`config.mk`:
```
export PLATFORM = sky130hd
export DESIGN_NAME = edph_regs
export DESIGN_NICKNAME = d
export VERILOG_FILES = /design/src/edph_pkg.sv /design/src/edph_hash_mem.sv /design/src/edph_regs.sv
export SDC_FILE = /design/constraint.sdc
export NUM_CORES = 1
export LEC_CHECK = 0
export ABC_AREA = 1
export BUFFER_PORTS_ARGS = -buffer_cell sky130_fd_sc_hd__clkbuf_2
export CAP_MARGIN = 20
export CELL_PAD_IN_SITES_DETAIL_PLACEMENT = 0
export CELL_PAD_IN_SITES_GLOBAL_PLACEMENT = 1
export CORE_UTILIZATION = 39
export CTS_CLUSTER_SIZE = 8
export DETAILED_ROUTE_END_ITERATION = 6
export GPL_TIMING_DRIVEN = 0
export PLACE_DENSITY_LB_ADDON = 0.1
export SYNTH_ARGS = -nofsm -noshare
export SYNTH_HDL_FRONTEND = slang
export SYNTH_SLANG_ARGS = --single-unit
```
`constraint.sdc`:
```
create_clock -name clock_in -period 4.5 [get_ports clock_in]
set_clock_uncertainty 0.15 [all_clocks]
set_input_delay 0.225 -clock clock_in [delete_from_list [all_inputs] [get_ports clock_in]]
set_output_delay 0.225 -clock clock_in [all_outputs]
set_load 0.02 [all_outputs]
```
`src/edph_pkg.sv`:
```
package edph_pkg;

  // ******************************************************************
  // Register map
  // ******************************************************************
  localparam int ADDR_W = 8;
  localparam int DATA_W = 32;
  localparam logic [ADDR_W-1:0] OFS_CONTROL = 8'h00;
  localparam logic [ADDR_W-1:0] OFS_RX_FILTER = 8'h04;
  localparam logic [ADDR_W-1:0] OFS_TX_START = 8'h08;
  localparam logic [ADDR_W-1:0] OFS_RX_START = 8'h0C;
  localparam logic [ADDR_W-1:0] OFS_HASH_LOW = 8'h10;
  localparam logic [ADDR_W-1:0] OFS_HASH_HIGH = 8'h14;

  // ******************************************************************
  // Fields and reset values
  // ******************************************************************
  localparam int RECEIVE_LOGIC_ENABLE_BIT = 8;
  localparam int HASH_FILTER_ENABLE_BIT = 15;
  localparam int PTR_LSB = 2;
  localparam int HASH_IDX_W = 6;
  localparam logic [DATA_W-1:0] REG_RESET = 32'h0000_0000;
  localparam logic [PTR_LSB-1:0] PTR_LOW_ZERO = 2'h0;

  typedef logic [DATA_W-1:PTR_LSB] edph_ptr_t;

endpackage : edph_pkg

```
`src/edph_hash_mem.sv`:
```
`timescale 1ns/10ps

// ********************************************************************
// Receive hash filter table, two words of storage
// ********************************************************************
module edph_hash_mem (
  input wire logic clock_in,
  input wire logic rst_in,
  input wire logic wr_en_in,
  input wire logic wr_high_in,
  input wire logic [edph_pkg::DATA_W-1:0] wr_data_in,
  input wire logic [edph_pkg::HASH_IDX_W-1:0] lookup_index_in,
  output logic [2*edph_pkg::DATA_W-1:0] table_out,
  output logic lookup_bit_out
);
  import edph_pkg::*;

  always_ff @(posedge clock_in) begin
    if (rst_in) begin
      table_out <= {REG_RESET, REG_RESET};
    end else if (wr_en_in && wr_high_in) begin
      table_out[2*DATA_W-1:DATA_W] <= wr_data_in;
    end else if (wr_en_in) begin
      table_out[DATA_W-1:0] <= wr_data_in;
    end
  end

  // The lookup answer is registered so the filter path has a full cycle.
  always_ff @(posedge clock_in) begin
    if (rst_in) begin
      lookup_bit_out <= 1'b0;
    end else begin
      lookup_bit_out <= table_out[lookup_index_in];
    end
  end

endmodule : edph_hash_mem

```
`src/edph_regs.sv`:
```
`timescale 1ns/10ps

// How it works
// The transmit start pointer keeps bits 31 to 2 writable and reads bits 1 and 0 as zero.
// Software gives both start pointers four-byte aligned addresses.
// Software leaves both start pointers alone while any transfer is in progress.
// A successful transmit overwrites the transmit start pointer with its last descriptor.
// The receive start pointer keeps bits 31 to 2 writable and reads bits 1 and 0 as zero.
// A completed receive packet overwrites the receive start pointer with its last descriptor.
// The low hash word holds 32 writable bits, bytes zero to three of the hash table.
// Software changes the low hash word only with receive or hash filtering disabled.
// The transmit pointer serves transmit only; receive pointer and hash table serve receive only.
// All implemented bits of the pointers and the low hash word clear on reset.
// With receive enabled packets pass as the filter allows; with it clear none pass.
// A high hash word holds bits 63 to 32 and completes the 64-bit table.
// Writes to the two low pointer bits are dropped so they keep reading zero.

module edph_regs (
  input wire logic clock_in,
  input wire logic rst_in,
  input wire logic [edph_pkg::ADDR_W-1:0] addr_in,
  input wire logic [edph_pkg::DATA_W-1:0] wr_data_in,
  input wire logic wr_en_in,
  input wire logic rd_en_in,
  input wire logic tx_done_in,
  input wire logic [edph_pkg::DATA_W-1:0] tx_last_descriptor_in,
  input wire logic rx_done_in,
  input wire logic [edph_pkg::DATA_W-1:0] rx_last_descriptor_in,
  input wire logic rx_hash_valid_in,
  input wire logic [edph_pkg::HASH_IDX_W-1:0] rx_hash_index_in,
  output logic [edph_pkg::DATA_W-1:0] rd_data_out,
  output logic [edph_pkg::DATA_W-1:0] tx_descriptor_start_out,
  output logic [edph_pkg::DATA_W-1:0] rx_descriptor_start_out,
  output logic receive_logic_enable_out,
  output logic hash_filter_enable_out,
  output logic rx_hash_accept_out
);
  import edph_pkg::*;

  // ******************************************************************
  // Address decode
  // ******************************************************************
  function automatic logic hit(input logic [ADDR_W-1:0] a, input logic [ADDR_W-1:0] ofs);
    hit = (a == ofs);
  endfunction : hit

  edph_ptr_t tx_first_descriptor_address;
  edph_ptr_t rx_first_descriptor_address;
  logic [2*DATA_W-1:0] hash_filter_bits;
  logic hash_lookup_bit;
  logic hash_valid_d;
  logic wr_tx;
  logic wr_rx;
  logic wr_hash;

  assign wr_tx = wr_en_in && hit(addr_in, OFS_TX_START);
  assign wr_rx = wr_en_in && hit(addr_in, OFS_RX_START);
  assign wr_hash = wr_en_in && (hit(addr_in, OFS_HASH_LOW) || hit(addr_in, OFS_HASH_HIGH));

  // ******************************************************************
  // Control bits
  // ******************************************************************
  always_ff @(posedge clock_in) begin
    if (rst_in) begin
      receive_logic_enable_out <= 1'b0;
    end else if (wr_en_in && hit(addr_in, OFS_CONTROL)) begin
      receive_logic_enable_out <= wr_data_in[RECEIVE_LOGIC_ENABLE_BIT];
    end
  end

  always_ff @(posedge clock_in) begin
    if (rst_in) begin
      hash_filter_enable_out <= 1'b0;
    end else if (wr_en_in && hit(addr_in, OFS_RX_FILTER)) begin
      hash_filter_enable_out <= wr_data_in[HASH_FILTER_ENABLE_BIT];
    end
  end

  // ******************************************************************
  // Descriptor start pointers
  // ******************************************************************
  // A completion beats a software write in the same cycle: software is not
  // meant to write during activity, and losing the hardware update would
  // leave the DMA restarting from a stale descriptor.
  always_ff @(posedge clock_in) begin
    if (rst_in) begin
      tx_first_descriptor_address <= REG_RESET[DATA_W-1:PTR_LSB];
    end else if (tx_done_in) begin
      tx_first_descriptor_address <= tx_last_descriptor_in[DATA_W-1:PTR_LSB];
    end else if (wr_tx) begin
      tx_first_descriptor_address <= wr_data_in[DATA_W-1:PTR_LSB];
    end
  end

  always_ff @(posedge clock_in) begin
    if (rst_in) begin
      rx_first_descriptor_address <= REG_RESET[DATA_W-1:PTR_LSB];
    end else if (rx_done_in) begin
      rx_first_descriptor_address <= rx_last_descriptor_in[DATA_W-1:PTR_LSB];
    end else if (wr_rx) begin
      rx_first_descriptor_address <= wr_data_in[DATA_W-1:PTR_LSB];
    end
  end

  always_ff @(posedge clock_in) begin
    if (rst_in) begin
      tx_descriptor_start_out <= REG_RESET;
    end else if (tx_done_in) begin
      tx_descriptor_start_out <= {tx_last_descriptor_in[DATA_W-1:PTR_LSB], PTR_LOW_ZERO};
    end else if (wr_tx) begin
      tx_descriptor_start_out <= {wr_data_in[DATA_W-1:PTR_LSB], PTR_LOW_ZERO};
    end
  end

  always_ff @(posedge clock_in) begin
    if (rst_in) begin
      rx_descriptor_start_out <= REG_RESET;
    end else if (rx_done_in) begin
      rx_descriptor_start_out <= {rx_last_descriptor_in[DATA_W-1:PTR_LSB], PTR_LOW_ZERO};
    end else if (wr_rx) begin
      rx_descriptor_start_out <= {wr_data_in[DATA_W-1:PTR_LSB], PTR_LOW_ZERO};
    end
  end

  // ******************************************************************
  // Hash filter table
  // ******************************************************************
  edph_hash_mem u_hash (
    .clock_in(clock_in),
    .rst_in(rst_in),
    .wr_en_in(wr_hash),
    .wr_high_in(hit(addr_in, OFS_HASH_HIGH)),
    .wr_data_in(wr_data_in),
    .lookup_index_in(rx_hash_index_in),
    .table_out(hash_filter_bits),
    .lookup_bit_out(hash_lookup_bit)
  );

  always_ff @(posedge clock_in) begin
    if (rst_in) begin
      hash_valid_d <= 1'b0;
    end else begin
      hash_valid_d <= rx_hash_valid_in;
    end
  end

  // With hash filtering off and receive enabled every packet passes this stage; other filters
  // live outside the block and may still reject it.
  always_ff @(posedge clock_in) begin
    if (rst_in) begin
      rx_hash_accept_out <= 1'b0;
    end else begin
      rx_hash_accept_out <= hash_valid_d && receive_logic_enable_out
                            && (!hash_filter_enable_out || hash_lookup_bit);
    end
  end

  // ******************************************************************
  // Read port
  // ******************************************************************
  always_ff @(posedge clock_in) begin
    if (rst_in || !rd_en_in) begin
      rd_data_out <= REG_RESET;
    end else if (hit(addr_in, OFS_CONTROL)) begin
      rd_data_out <= REG_RESET | (DATA_W'(receive_logic_enable_out) << RECEIVE_LOGIC_ENABLE_BIT);
    end else if (hit(addr_in, OFS_RX_FILTER)) begin
      rd_data_out <= REG_RESET | (DATA_W'(hash_filter_enable_out) << HASH_FILTER_ENABLE_BIT);
    end else if (hit(addr_in, OFS_TX_START)) begin
      rd_data_out <= {tx_first_descriptor_address, PTR_LOW_ZERO};
    end else if (hit(addr_in, OFS_RX_START)) begin
      rd_data_out <= {rx_first_descriptor_address, PTR_LOW_ZERO};
    end else if (hit(addr_in, OFS_HASH_LOW)) begin
      rd_data_out <= hash_filter_bits[DATA_W-1:0];
    end else if (hit(addr_in, OFS_HASH_HIGH)) begin
      rd_data_out <= hash_filter_bits[2*DATA_W-1:DATA_W];
    end else begin
      rd_data_out <= REG_RESET;
    end
  end
endmodule : edph_regs

```
==> metrics, run 1 <==
RSZ-0062 raised after global routing=no; outcome=complete, but fails checks; DIE WIDTH=139.1 um; port bufs=just over 200; largest net degree at the start of global routing=17; ANT cells=0; Period minus WS final=2.267 ns; Seq pwr share=42.0%; Initial DRC Count=777; total CTS buffers=17; Vias=8492; Seq/Total Area, Yosys=43.95%; combinational share of power=between 10% and 20%; share of cells above drive strength 1=21.43%; CP arrival=2.45 ns; initial antenna violation count=1; clk sink count=between 150 and 200; DR DRC count=4; Pleak=4.293 nW; Final nets=1420; H-tree depth=4; total number of yosys warnings=0; WHS=-0.003036 ns; Synth Area in Adders=0%; worst-path maximum fanout=10; Clk pwr share=45.3%; Post-synth EDFFs=0; Post-Syn Instances=1011; drt wl/cell=21.09 um; Die Y=139.1 um; Post-Route WL=32.58 mm; Simple-Gate Fraction of Synth Area=22.71%; Slew @ Worst Pin=0.9028 ns; internal cell power=2.632 mW; commonest non-fill, non-tap cell in the layout=nand2_1; setup violators final=0; Worst setup startpoint=rst_in; DP HPWL=roughly 24 mm; CTS clock-pin slew for the worst setup and hold paths=0.07 ns; most frequent cells in the layout=nand2_1, clkbuf_2, dfxtp_1, o21ai_0, a21oi_1; Synth Area in Compound Gates=20.66%; share of synthesized area spent on multiplexers=4.504%; Crit path required time=4.68 ns; Global Route Usage Sum=33.39%; Post-CTS Resized=0; GPL Wtd Cong=0.9519; reg2reg start=u_hash.table_out[34]; setup TNS=0 ns; worst vdd ir=0.2371 mV; Initial Util=40.27%; Final Hold Viols=1; Setup Fix Bufs, Post-CTS=0; Die Footprint=~19000 um^2; xor/xnor cell area share of the yosys netlist=0%; Post-DRT Antenna Nets=0; Final period util=50.38%; count of cell types in the netlist=34; I/O pin count=between 200 and 250; max cap viols=0; Power Density=about 360 nW/um^2; global route overflow=0; first-pass GRT wire length=~48 mm; vias in the first global route=7828; Placeable Area=18210 um^2; Critical Path Sink Type=flop; Layout Utilization=54.77%; Max Clock Freq=441.1 MHz; Cell Area, Synth=7333 um^2; main area contributors after synthesis=dfxtp_1, nand2_1, o21ai_0, a21oi_1, nand3_1; row cnt=49; worst hold path type=input port to flop; asr flop ratio synth=0%; Hold Buf Count CTS=68; Switching Share=26.51%; CTS Buffer Depth=2; Pre-Repair DR Iteration Count=7; Synth Register Bits=161; Root Driver=clkbuf_16; path type of the worst setup path=input port to flop; Sw Pwr=949.2 uW; Synth area leader=dfxtp_1; failing checks=DRC, hold timing; CTS tree=done; Clk Latency, worst-skew pair=roughly 0.43 ns; Slew Viols, Final=0; Synth top area share=between 40% and 50%; Hold Startpoint=wr_data_in[26]; P&R area growth vs syn=36.00%; largest family of logic cells by synthesized area=simple AND/OR/NAND/NOR gates; startpoint types=input port; Via density=between 5 and 6; Synth Area per Inst=7.253 um^2; Top FF cell, synth=dfxtp_1; Power Total=between 3 and 4 mW; Rel. slew slack=roughly 40%
## metal layers
| metal | part of all wire (%) | global-route usage [%] | vias to the layer above | routed length (um) |
|---|---|---|---|---|
| li1 | - | - | 3988 | - |
| met1 | 44 | 46.89 | 3970 | 14360 |
| met2 | 43 | 50.21 | 483 | 14130 |
| met3 | 11 | 9.116 | 51 | 3502 |
| met4 | 1.8 | 8.596 | 0 | 598 |
| met5 | 0 | 0 | - | 0 |
## power groups by stage
| stage | logic [mW] | clock network [mW] | registers, mW |
|---|---|---|---|
| after floorplan | 0.163 | 0 | 1.57 |
| after CTS | 0.446 | 1.62 | 1.50 |
| after global routing | 0.483 | 1.69 | 1.51 |
| after detailed placement | 0.398 | 0 | 1.53 |
| after global placement | 0.398 | 0 | 1.53 |
| final | 0.455 | 1.62 | 1.50 |
## state kept, by name, indices dropped and copies added (netlist names), 30 cells and up
signal	count
tx_first_descriptor_address	30
rd_data_out	32
rx_first_descriptor_address	30
u_hash.table_out	64
## final timing paths
kind         cells after the start  slack (ns)                    end
max                              8        2.23        rd_data_out[17]
max reg2reg                      8        2.99  u_hash.lookup_bit_out
min reg2reg                      2        0.30     rx_hash_accept_out
min                              3      -0.003   u_hash.table_out[58]
## critical path, cell delays in order
cell and delay, ns:
dlygate4sd3_1 0.53, clkbuf_2 0.17, inv_2 0.15, nand2_1 0.11
nor2_1 0.45, inv_2 0.17, clkbuf_1 0.33, a41oi_1 0.31
## kinds of logic after synthesis
group,after synthesis
AO/OA/AOI/OAI,280
multiplexers,33
buffers and inverters,144
AND/OR/NAND/NOR,392
other,1
flip-flops,161
## per-stage QoR
step / setup slack (ns) / hold WS, ns / cell area (um^2) / cells
4_1_cts: 2.314 / 0.0007204 / 9973 / 1545
5_1_grt: 2.132 / 0.01661 / 9973 / 1545
3_3_place_gp: 2.183 / 0.2747 / 8642 / 1445
2_1_floorplan: 2.917 / 0.1444 / 7345 / 1014
3_5_place_dp: 2.158 / 0.2725 / 8642 / 1445
6_report: 2.233 / -0.003036 / 9973 / 1545
## synthesized netlist by cell type (7+ instances only)
cell,number
a21oi_1,96
a31oi_1,11
a41oi_1,17
buf_2,26
clkbuf_1,39
dfxtp_1,161
inv_1,62
inv_2,7
mux2i_1,33
nand2_1,210
nand3_1,78
nand4_1,10
nor2_1,84
o21ai_0,136
o21ai_1,7
## area by class of cell
type / count / area [um^2]
fill: 1821 / 8235
multi-input combinational: 709 / 3526
sequential: 161 / 3223
timing repair buffer: 270 / 1692
clock buffer: 18 / 439.2
buffer: 73 / 329.1
tap: 229 / 286.5
inverter: 71 / 266.5
clock inverter: 14 / 211.5
Note: power is estimated with default switching activity, not from simulation.
==> run 2, diff against run 1 <==
--- a/config.mk
+++ b/config.mk
@@ -5,12 +5,12 @@
 export SDC_FILE = /design/constraint.sdc
 export NUM_CORES = 1
 export LEC_CHECK = 0
-export ABC_AREA = 1
+export ABC_AREA = 0
 export BUFFER_PORTS_ARGS = -buffer_cell sky130_fd_sc_hd__clkbuf_2
 export CAP_MARGIN = 20
 export CELL_PAD_IN_SITES_DETAIL_PLACEMENT = 0
 export CELL_PAD_IN_SITES_GLOBAL_PLACEMENT = 1
-export CORE_UTILIZATION = 39
+export CORE_UTILIZATION = 38
 export CTS_CLUSTER_SIZE = 8
 export DETAILED_ROUTE_END_ITERATION = 6
 export GPL_TIMING_DRIVEN = 0
==> constraint.sdc (replaced) <==
create_clock -name clock_in -period 2.1 [get_ports clock_in]
set_clock_uncertainty 0.15 [all_clocks]
set_input_delay 0.105 -clock clock_in [delete_from_list [all_inputs] [get_ports clock_in]]
set_output_delay 0.105 -clock clock_in [all_outputs]
set_load 0.02 [all_outputs]
==> run 2 against run 1 <==
The flow now finishes without violations. Register-to-register slack got worse by 3.0 ns. Synthesized area rose by 7.8%. Global-route usage decreased by 0.19 points. Final cell count increased by 1.9%. Cell area up 8.8%. Clock power increased by 84%. Highest routed layer unchanged.
==> metrics, run 2 <==
Final nets=1411 (-0.63%); Post-synth EDFFs=0 (unchanged); share of cells above drive strength 1=22.30% (+0.87 points); Reg with most FFs=u_hash.table_out; initial antenna violation count=0 (-1); Post-Route WL=35.30 mm (+8.3%); GPL Wtd Cong=0.8991 (-5.5%); worst vdd ir=0.5797 mV (+140%); Post-Syn Instances=966 (-4.5%); drt wl/cell=22.42 um (+6.3%); count of cell types in the netlist=35 (+2.9%); Die Footprint=21390 um^2 (+11%); CTS tree=done; P&R area growth vs syn=37.23%; outcome=finished clean; setup violators final=0 (unchanged); commonest cells in the netlist=dfxtp_1, a21oi_1, nand3_1; Pleak=4.404 nW (+2.6%); CTS clock-pin slew for the worst setup and hold paths=0.06 ns (about the same); Root Driver=clkbuf_16; DP HPWL=26.24 mm (+7.3%); Synth top area share=40.75% (-3.2 points); total number of yosys warnings=0 (unchanged); Slew Viols, Final=0 (unchanged); I/O pin count=216 (unchanged); Worst setup startpoint=u_hash.table_out[55]; Pre-Repair DR Iteration Count=7 (unchanged); Crit path required time=2.28 ns (-2.40 ns); reg2reg start=u_hash.table_out[55]; Slew @ Worst Pin=0.8476 ns (-0.05523 ns); DIE WIDTH=146.3 um (+5.1%); main area contributors after synthesis=dfxtp_1, a21oi_1, o311a_1, nand3_1, nand4_1; WHS=0.04087 ns (+0.04391 ns); Seq/Total Area, Yosys=40.75% (-3.2 points); Critical Path Sink Type=flop; Synth Register Bits=161 (unchanged); Max Clock Freq=482.3 MHz; Period minus WS final=2.074 ns; first-pass GRT wire length=53.71 mm (+12%); commonest non-fill, non-tap cell in the layout=clkbuf_2; CTS Buffer Depth=2 (unchanged); Die Y=146.3 um (+5.1%); largest net degree at the start of global routing=17 (unchanged); Initial DRC Count=799 (+2.8%); asr flop ratio synth=0% (unchanged); Final Hold Viols=0 (-1); vias in the first global route=9011 (+15%); worst-path maximum fanout=3 (-7); clk sink count=161 (unchanged); Synth Area per Inst=8.187 um^2 (+13%); most common cell in the synthesized netlist=dfxtp_1; path type of the worst setup path=flop to flop; DR DRC count=0 (-4); row cnt=52 (+6.1%); setup ws final=0.02646 ns (-2.206 ns); Vias=9218 (+8.5%); Post-DRT Antenna Nets=0 (unchanged); Clk Latency, worst-skew pair=0.44 ns (about the same); Rel. slew slack=43.50% (+3.7 points); global route overflow=0 (unchanged); Initial Util=38.96% (-1.3 points); Placeable Area=20300 um^2 (+11%); Cell Area, Synth=7909 um^2 (+7.8%); CP arrival=2.25 ns (-0.20 ns); Hold Startpoint=addr_in[6]; ANT cells=0 (unchanged); Top FF cell, synth=dfxtp_1; port bufs=201 (-0.50%); most frequent cells in the layout=clkbuf_2, dfxtp_1, a21oi_1, nand3_1, dlygate4sd3_1; H-tree depth=4 (unchanged); max cap viols=0 (unchanged); RSZ-0062 raised after global routing=no; Synth area leader=dfxtp_1; max FFs per register=64 (unchanged); startpoint types=flop; worst hold path type=input port to flop; Via density=5.853 (+6.5%); Largest regs=u_hash.table_out (64), rd_data_out (32); Power Total=7.258 mW (+100%); Placement Setup Slack=-0.7816 ns (-2.939 ns); Power Density=668.8 nW/um^2 (+86%); total CTS buffers=17 (unchanged); Final period util=98.74%; Global Route Usage Sum=33.20% (-0.19 points)
[run 2: cell types whose count changed after synthesis, moves of 34 or more]
cell / change
nand2_1: -204
a21oi_1: +34
o311a_1: +60
nand4_1: +56
nand3_1: +37
clkbuf_1: +52
o21ai_0: -72
[run 2: critical path, stage by stage, from the launching register on]
cell	delay, ns
dfxtp_1	0.34
mux4_2	0.52
mux4_2	0.47
or2_2	0.28
a32o_1	0.21
[run 2: repair_timing]
action	in CTS	in global routing
setup endpoints to repair	68	27
gates resized for setup	4	7
hold endpoints to repair	132	0
buffers inserted	4	3
hold buffers	98	0
pin swaps	2	0
gates cloned	0	0
[run 2: final timing paths]
check | endpoint | slack (ns) | cells after the start
setup reg to reg | u_hash.lookup_bit_out | 0.03 | 4
hold / removal | receive_logic_enable_out | 0.04 | 4
hold reg to reg | rx_hash_accept_out | 0.28 | 2
setup / recovery | u_hash.lookup_bit_out | 0.03 | 4
[run 2: layout make-up]
cell class	count	area, um^2
tap	270	337.8
fill	2057	9447
multi-input combinational	625	3980
clock inverter	9	85.08
buffer	119	496.7
timing repair buffer	306	2039
inverter	64	240.2
sequential	161	3223
clock buffer	21	450.4
[run 2: power breakdown]
| part | internal, mW | switching (mW) |
|---|---|---|
| Clock | 1.65 | 1.33 |
| Combinational | 0.416 | 0.646 |
| Sequential | 3.14 | 0.0819 |
[run 2: stage by stage]
stage / instance area, um^2 / util [%] / instances / TNS, ns
2_1_floorplan: 7920 / - / 969 / 0
4_1_cts: 10820 / 53.32 / 1572 / 0
3_5_place_dp: 9264 / 45.64 / 1440 / -74.62
3_3_place_gp: 9264 / 45.64 / 1440 / -72.62
5_1_grt: 10850 / 53.46 / 1575 / 0
6_report: 10850 / 53.46 / 1575 / 0
[run 2: logic make-up (layout without fill, tap and decap cells)]
logic type	Yosys count	count (layout)	synth area share [%]
compound gates	319	319	25.77
simple gates	277	277	18.30
buf+inv	183	519	9.208
flops	161	161	40.75
mux	25	25	5.917
other cells	1	4	0.04742
[run 2: layer usage]
metal / part of all wire (%) / GRT usage [%] / vias to the layer above / wire length [um]
li1: - / - / 4253 / -
met1: 42 / 43.87 / 4404 / 15000
met2: 45 / 52.57 / 455 / 16010
met3: 7.3 / 5.563 / 106 / 2589
met4: 4.8 / 15.99 / 0 / 1701
met5: 0 / 0 / - / 0
